File: src/rtl/svd_pkg.sv
// Package for the supply voltage detector control block.
// Assumes a 16-bit register port with word indices, one system clock.
package svd_pkg;

  // ----------------------------------------------------------------
  // Register indices
  // ----------------------------------------------------------------
  localparam logic [3:0] SVD_OFS_CTRL   = 4'h0;
  localparam logic [3:0] SVD_OFS_STATUS = 4'h1;
  localparam logic [3:0] SVD_OFS_MASK   = 4'h2;

  // ----------------------------------------------------------------
  // Control register fields
  // ----------------------------------------------------------------
  localparam int SVD_ON_BIT   = 15;
  localparam int SVD_HALT_BIT = 13;
  localparam int SVD_DIR_BIT  = 11;
  localparam int SVD_BG_BIT   = 10;
  localparam int SVD_REF_BIT  = 9;
  localparam int SVD_LIVE_BIT = 8;
  localparam int SVD_LVL_LSB  = 0;
  localparam int SVD_LVL_W    = 4;

  localparam logic [3:0] SVD_LVL_EXT = 4'hf;
  localparam logic [3:0] SVD_LVL_MIN = 4'h4;

  // Bits that read back anything at all
  localparam logic [15:0] SVD_CTRL_RMASK = 16'haf0f;
  // Bits software may write
  localparam logic [15:0] SVD_CTRL_WMASK = 16'ha80f;

  // ----------------------------------------------------------------
  // Status and mask fields
  // ----------------------------------------------------------------
  localparam int SVD_ST_TRIP = 0;
  localparam int SVD_ST_BG   = 1;
  localparam int SVD_ST_W    = 2;

  // ----------------------------------------------------------------
  // Reset values
  // ----------------------------------------------------------------
  localparam logic             SVD_RST_BIT  = 1'b0;
  localparam logic [3:0]       SVD_RST_LVL  = 4'h0;
  localparam logic [SVD_ST_W-1:0] SVD_RST_ST = 2'h0;
  localparam logic [15:0]      SVD_RST_RD   = 16'h0000;

endpackage

File: src/rtl/svd_ctrl.sv
// Control, status and event logic of the supply voltage detector.
// Assumes an analog comparator whose output is high while the sensed
// voltage is at or above the selected trip point, and stability levels
// from the band gap and internal reference, all asynchronous.
//
// The address-and-strobe port and the placing of the registers were decided locally.
`timescale 1ns/1ps
`default_nettype none

module svd_ctrl
  import svd_pkg::*;
#(
  parameter int ADDR_W = 4
)(
  input  wire logic              clk_sys,
  input  wire logic              rst,
  input  wire logic [ADDR_W-1:0] reg_addr,
  input  wire logic [15:0]       reg_wdata,
  input  wire logic              reg_we,
  input  wire logic              reg_re,
  output logic      [15:0]       reg_rdata,
  input  wire logic              cmp_trip,
  input  wire logic              bandgap_ok,
  input  wire logic              reference_ok,
  input  wire logic              idle_mode,
  output logic                   detector_power,
  output logic      [3:0]        trip_level_select,
  output logic                   external_sense_input_sel,
  output logic                   irq
);

  // ----------------------------------------------------------------
  // Elaboration checks
  // ----------------------------------------------------------------
  if (ADDR_W < 2 || ADDR_W > 16)
  begin : g_bad_addr
    $error("ADDR_W must lie between 2 and 16");
  end

  // ----------------------------------------------------------------
  // Functions
  // ----------------------------------------------------------------
  function automatic logic lvl_ok(input logic [3:0] lvl);
    lvl_ok = (lvl >= SVD_LVL_MIN);
  endfunction

  // ----------------------------------------------------------------
  // Registers
  // ----------------------------------------------------------------
  logic                detector_on_q;
  logic                halt_in_idle_q;
  logic                crossing_direction_q;
  logic [3:0]          trip_level_select_q;
  logic [SVD_ST_W-1:0] stat_q;
  logic [SVD_ST_W-1:0] stat_d;
  logic [SVD_ST_W-1:0] mask_q;
  logic [15:0]         rdata_q;
  logic                cmp_meta_q;
  logic                cmp_sync_q;
  logic                bg_meta_q;
  logic                bg_sync_q;
  logic                ref_meta_q;
  logic                ref_sync_q;
  logic                bg_prev_q;

  // ----------------------------------------------------------------
  // Address decode
  // ----------------------------------------------------------------
  wire logic sel_ctrl = (reg_addr == ADDR_W'(SVD_OFS_CTRL));
  wire logic sel_stat = (reg_addr == ADDR_W'(SVD_OFS_STATUS));
  wire logic sel_mask = (reg_addr == ADDR_W'(SVD_OFS_MASK));
  wire logic wr_ctrl  = reg_we && sel_ctrl;
  wire logic wr_stat  = reg_we && sel_stat;
  wire logic wr_mask  = reg_we && sel_mask;
  wire logic rd_stat  = reg_re && sel_stat;

  // ----------------------------------------------------------------
  // Event detection
  // ----------------------------------------------------------------
  // enable and idle halt
  wire logic active = detector_on_q && !(halt_in_idle_q && idle_mode);

  wire logic cond_hit   = crossing_direction_q ? cmp_sync_q : !cmp_sync_q;
  wire logic event_live = active && lvl_ok(trip_level_select_q) && cond_hit;

  wire logic trip_set = event_live && ref_sync_q;
  wire logic bg_set   = bg_sync_q && !bg_prev_q;

  // trip flag clear by read or written zero only when not live; bandgap flag clear by either at any time
  wire logic trip_clr = (rd_stat || (wr_stat && !reg_wdata[SVD_ST_TRIP])) && !event_live;
  wire logic bg_clr   = rd_stat || (wr_stat && !reg_wdata[SVD_ST_BG]);

  // Set wins over clear
  always_comb
  begin
    stat_d = stat_q;
    if (trip_clr)
    begin
      stat_d[SVD_ST_TRIP] = 1'b0;
    end
    if (bg_clr)
    begin
      stat_d[SVD_ST_BG] = 1'b0;
    end
    if (trip_set)
    begin
      stat_d[SVD_ST_TRIP] = 1'b1;
    end
    if (bg_set)
    begin
      stat_d[SVD_ST_BG] = 1'b1;
    end
  end

  // ----------------------------------------------------------------
  // Read data
  // ----------------------------------------------------------------
  // control read image
  wire logic [15:0] ctrl_img = {detector_on_q, 1'b0, halt_in_idle_q, 1'b0,
                                crossing_direction_q, bg_sync_q, ref_sync_q,
                                event_live, 4'h0, trip_level_select_q};
  wire logic [15:0] rd_mux = sel_ctrl ? ctrl_img :
                             sel_stat ? {14'h0000, stat_q} :
                             sel_mask ? {14'h0000, mask_q} : 16'h0000;

  // ----------------------------------------------------------------
  // Synchronisers
  // ----------------------------------------------------------------
  // two-stage sync of comparator, bandgap and reference levels
  always_ff @(posedge clk_sys or posedge rst)
  begin
    if (rst)
    begin
      cmp_meta_q <= SVD_RST_BIT;
      cmp_sync_q <= SVD_RST_BIT;
      bg_meta_q  <= SVD_RST_BIT;
      bg_sync_q  <= SVD_RST_BIT;
      ref_meta_q <= SVD_RST_BIT;
      ref_sync_q <= SVD_RST_BIT;
      bg_prev_q  <= SVD_RST_BIT;
    end
    else
    begin
      cmp_meta_q <= cmp_trip;
      cmp_sync_q <= cmp_meta_q;
      bg_meta_q  <= bandgap_ok;
      bg_sync_q  <= bg_meta_q;
      ref_meta_q <= reference_ok;
      ref_sync_q <= ref_meta_q;
      bg_prev_q  <= bg_sync_q;
    end
  end

  // ----------------------------------------------------------------
  // Control register
  // ----------------------------------------------------------------
  // writable fields only
  always_ff @(posedge clk_sys or posedge rst)
  begin
    if (rst)
    begin
      detector_on_q        <= SVD_RST_BIT;
      halt_in_idle_q       <= SVD_RST_BIT;
      crossing_direction_q <= SVD_RST_BIT;
      trip_level_select_q  <= SVD_RST_LVL;
    end
    else if (wr_ctrl)
    begin
      detector_on_q        <= reg_wdata[SVD_ON_BIT];
      halt_in_idle_q       <= reg_wdata[SVD_HALT_BIT];
      crossing_direction_q <= reg_wdata[SVD_DIR_BIT];
      trip_level_select_q  <= reg_wdata[SVD_LVL_LSB +: SVD_LVL_W];
    end
  end

  // ----------------------------------------------------------------
  // Status, mask, read data
  // ----------------------------------------------------------------
  always_ff @(posedge clk_sys or posedge rst)
  begin
    if (rst)
    begin
      stat_q  <= SVD_RST_ST;
      mask_q  <= SVD_RST_ST;
      rdata_q <= SVD_RST_RD;
    end
    else
    begin
      stat_q  <= stat_d;
      rdata_q <= reg_re ? rd_mux : SVD_RST_RD;
      if (wr_mask)
      begin
        mask_q <= reg_wdata[SVD_ST_W-1:0];
      end
    end
  end

  // ----------------------------------------------------------------
  // Outputs
  // ----------------------------------------------------------------
  assign reg_rdata                = rdata_q;
  assign detector_power           = active;
  assign trip_level_select        = trip_level_select_q;
  assign external_sense_input_sel = (trip_level_select_q == SVD_LVL_EXT);
  assign irq                      = |(stat_q & mask_q);
endmodule

`default_nettype wire

File: config.mk
export PLATFORM = sky130hd
export DESIGN_NAME = svd_ctrl
export DESIGN_NICKNAME = d
export VERILOG_FILES = /design/src/rtl/svd_pkg.sv /design/src/rtl/svd_ctrl.sv
export SDC_FILE = /design/constraint.sdc
export NUM_CORES = 1
export LEC_CHECK = 0
export BUFFER_PORTS_ARGS = -buffer_cell sky130_fd_sc_hd__buf_4
export CAP_MARGIN = 20
export CORE_MARGIN = 3
export CORE_UTILIZATION = 45
export DETAILED_ROUTE_END_ITERATION = 10
export PLACE_DENSITY = 0.87
export SYNTH_ARGS = -nofsm -noshare
export SYNTH_HDL_FRONTEND = slang
export SYNTH_SLANG_ARGS = --single-unit
File: constraint.sdc
create_clock -name clk_sys -period 1.42 [get_ports clk_sys]
set_input_delay 0.142 -clock clk_sys [delete_from_list [all_inputs] [get_ports clk_sys]]
set_output_delay 0.142 -clock clk_sys [all_outputs]
set_load 0.01 [all_outputs]
* After elaboration in Yosys (flattened, before gate mapping)
Cells that the tools add are included.
Storage, ports and cells: register bits 34, input bits 28, logic and storage cells 54, output and inout port bits 23
Operators by class: multiplexer cells 9, bitwise gates (word level) 1, eq/ne operators 3, reduce and logical (&&, ||, !) cells 25, order comparisons 1
Operators with widths (number):
- $mux W16 | 2
- $logic_and A1 B1 Y1 | 13
- $logic_not A1 Y1 | 6
- $mux W1 | 5
- $eq A4 B1 Y1 const B | 1
- $eq A4 B2 Y1 const B | 1
- $eq A4 B4 Y1 const B | 1
- $ge A4 B3 Y1 const B | 1
- $logic_not A4 Y1 | 1
- $mux W2 | 2
- $reduce_bool A2 Y1 | 2
- $and A2 B2 Y2 | 1
- $logic_or A1 B1 Y1 | 2
- $reduce_or A2 Y1 | 1

* Logic depth before layout (Yosys ltp)
depth after elaboration 9, depth in mapped cells 4, gate-level depth less buffers 3

* Worst setup path before layout
Ideal clock, no wire load.
kind register to register, from register halt_in_idle_q, to register rdata_q[8], in the netlist reg_rdata[8], stages on the path, launching flop included 4, arrival 1004 ps, required time 1354 ps, setup time 66 ps, period minus slack after synthesis 1070 ps, setup slack 350 ps, buffers on the path 0, cell sequence dfrtp_1 -> a21boi_1 -> nor3b_1 -> and2_1
Between the ends: word-level cells in the longest chain between the ends 7
RTL lines:
- start: declaration | line svd_ctrl.sv:51 | logic halt_in_idle_q;
- start signal: assignment | line svd_ctrl.sv:170 | halt_in_idle_q <= reg_wdata[SVD_HALT_BIT];
- $logic_and A1 B1 Y1 | line svd_ctrl.sv:81 | wire logic active = detector_on_q && !(halt_in_idle_q && idle_mode);
- $logic_not A1 Y1 | line svd_ctrl.sv:81
- $logic_and A1 B1 Y1 | line svd_ctrl.sv:81
- net detector_power | line svd_ctrl.sv:26 | output logic detector_power,
- $logic_and A1 B1 Y1 (2 in a row) | line svd_ctrl.sv:84 | wire logic event_live = active && lvl_ok(trip_level_select_q) && cond_hit;
- $mux W16 | line svd_ctrl.sv:122 | wire logic [15:0] rd_mux = sel_ctrl ? ctrl_img :
- $mux W16 | line svd_ctrl.sv:190 | rdata_q <= reg_re ? rd_mux : SVD_RST_RD;
- end signal: assignment | line svd_ctrl.sv:190
- end: declaration | line svd_ctrl.sv:57 | logic [15:0] rdata_q;
The timed path passes the listed nets, and every way through them passes these cells. A chain may end at the register's enable or synchronous reset.

* Worst setup path after layout
from register stat_q[0], to output port irq
Between the ends: word-level cells in the longest chain between the ends 2
RTL lines:
- start: declaration | line svd_ctrl.sv:54 | logic [SVD_ST_W-1:0] stat_q;
- start signal: assignment | line svd_ctrl.sv:189 | stat_q <= stat_d;
- $and A2 B2 Y2 | line svd_ctrl.sv:205 | assign irq = |(stat_q & mask_q);
- $reduce_or A2 Y1 | line svd_ctrl.sv:205
- end: declaration | line svd_ctrl.sv:29 | output logic irq
Every way passes these cells.

==> impl_results.md <==
- Post-DP Area: between 1000 and 1500 sq um
- CP endpoint kind: output pin
- Post-synthesis simple-gate area fraction: approximately 15%
- Sink Count: 28
- Startpoint of the worst hold path: reg_wdata[2]
- Routability cong.: roughly 0.73
- Synth Area in XOR/XNOR: less than 1%
- Routed Wire Length: approximately 2.3 mm
- GRT Total Usage: between 10 and 15%
- Fin Hold WS: roughly 0.031 ns
- CP required: roughly 1.3 ns
- Final Critical Period: ~1.3 ns
- HPWL after DPL: approximately 1.7 mm
- Synth unique cells: 29
- Worst hold-check path type: in2reg
- DR WL/cell: ~15 um
- Synth Warn #: 0
- Mean post-synth cell area: between 10 and 15 sq um
- Die Wd: approximately 57 um
- Number of flops mapped to enable cells by yosys: 0
- CP Launch Type: flip-flop
- Cts repair resizes: 0
- Die Footprint: about 3200 sq um
- FFs w/ async S/R, synth: 100%
- Synth Area in Compound Gates: 4.79%
- DP Cell Count: 146
- Synth Flop Type: dfrtp_1
- Filler cells: about 160
- CP Class: reg2out
- Longest Clk Path Bufs: 2
- P_leak: approximately 0.8 nW
- Setup TNS Final: 0 ns
- First-pass GRT wire length: roughly 3.6 mm
- Worst skew pair latency: 0.32 ns
- Final hold violation count: 0
- Power Density: 1150 nW/um^2
- Total CTS buffers: 3
- RSZ-0062 raised after global routing: false
- CP startpoint: stat_q[0]
- 1st-iter DRT viols: 11
- FMAX: 0.759 GHz
- RR Startpoint: halt_in_idle_q
- Synth top area share: between 60 and 70%
- Final Max Slew Viols: 0
- CTS tree: done
- Diodes inserted: 0
- Syn Inst Count: between 80 and 90
- Cell Rows: 17
- Clk root buf: clkbuf_4
- Top Ports: 51
- Largest area contributor in the netlist: dfrtp_1
- Synth cell count leaders: 28 x dfrtp_1, 8 x and2_1, 7 x mux2_4, 6 x buf_4
- Design Area, Final: between 1500 and 2000 sq um
- Final worst slack: approximately 0.10 ns
- Sequential cell area fraction in the yosys report: 61.0%
- Setup violators final: 0
- Outcome: finished clean
- DRT antenna net count: 0
- Starting Density: 49.5%
- Most common cell in the netlist: dfrtp_1
- Congestion Overflow GR: 0
- Mux contribution to synthesized area: between 10% and 20%
- Fin crit share: a little over 90%
- Number of global-route vias before repair: 785
- Final Skew: 0.00287 ns
- Fin nets: 155
- Top area cells in the synthesized netlist: dfrtp_1 61%, mux2_4 9.2%, and2_1 4.4%
- Largest family of logic cells by synthesized area: simple AND/OR/NAND/NOR gates
- Clk slew on worst S/H paths: 0.14 ns
- Worst Path Max Fanout: 3
- Worst IR Drop VDD: ~0.00066 V
- Setup Slack @ Placement: approximately 0.094 ns
- Initial antenna violation count: 0
- Register area: around 700 sq um
- Max Cap Viol: 0
- Synth Area in Adders: 0%
- P&R area growth vs syn: 31.3%
- #FFs+latches synth: 28
- Core Area: ~2300 sq um
- Via Count: about 790
- DRC viols: 0
- Final non-filler cell total: 154
- Pre-antenna DRT Iters: 4
- Die H: between 50 and 60 um
- I/O Buffers: 35
- Largest net degree at the start of global routing: 29
- Cell area after synthesis: between 1000 and 1500 sq um
- Arrival time at the worst endpoint: 1.18 ns
- Area of the multi-input gates: 403 sq um
- H-tree levels: 1
- Vias/cell: a little over 5
- Share of layout cells above drive strength 1: between 40% and 50%
-- routing by layer --
metal	global-route usage (%)	up-vias	part of all wire [%]
met2	24.8	36	51
met3	3.45	10	7.6
met4	8.81	0	3.8
met1	16.8	387	37
met5	0	-	0
li1	-	356	-
-- area by class of cell --
class | instances | share of cell area [%]
Inverter | 2 | 0.498
Clock buffer | 4 | 2.41
Multi-Input combinational cell | 50 | 26.7
Timing Repair Buffer | 42 | 21.6
Sequential cell | 28 | 46.5
Tap cell | 28 | 2.32
-- critical path: stages, from the launching register on --
cell     delay, ns
dfrtp_1       0.44
a22o_1        0.26
buf_4         0.15
-- metrics by stage --
step | utilization (%) | total power (W)
2_1_floorplan | - | 0.00118
3_3_place_gp | 61.7 | 0.00133
3_5_place_dp | 61.7 | 0.00136
4_1_cts | 65.0 | 0.00174
5_1_grt | 65.0 | 0.00182
6_report | 65.0 | 0.00174
-- power by group --
| part | switching [W] | internal, W | leakage [nW] |
|---|---|---|---|
| clock network | 0.000219 | 0.000157 | 0.0210 |
| registers | 0.0000918 | 0.000888 | 0.352 |
| logic | 0.000155 | 0.000227 | 0.405 |
-- placed cells by master (no fill, tap or decap), types with 2 or more instances in the layout --
master         Yosys  layout
nor2b_1            2       2
mux2_4             7       7
clkbuf_4           0       3
dfrtp_1           28      28
conb_1             1       6
and2_1             8       8
dlygate4sd3_1      0       4
inv_1              2       2
mux2i_1            2       2
nor2_1             2       2
and3_1             2       2
o21ai_1            2       2
buf_4              6      38
mux2_1             2       2
a22o_1             2       2
-- timing repair --
item                      CTS  global route
buffers inserted            0             0
hold buffers                4             0
hold endpoints to repair   31             0
-- logic make-up after synthesis --
kind of cell / count (synthesis)
buf+inv: 9
flops: 28
compound gates: 8
mux: 11
xor+xnor: 1
simple gates: 24
other cells: 1
-- worst paths after layout --
kind	endpoint	slack, ns	cells after the start
worst min register to register	ref_sync_q	0.37	0
min in group asynchronous	reg_rdata[11]	0.41	4
worst max-delay path	irq	0.10	2
worst max register to register	stat_q[0]	0.24	3
worst min-delay path	trip_level_select[2]	0.03	2
max in group asynchronous	reg_rdata[1]	0.75	4
-- state kept, by name (all words and copies together), names as in the netlist, 2 cells and up --
register / count
trip_level_select: 4
stat_q: 2
reg_rdata: 10
mask_q: 2
Power figures use the tool's default switching activity.
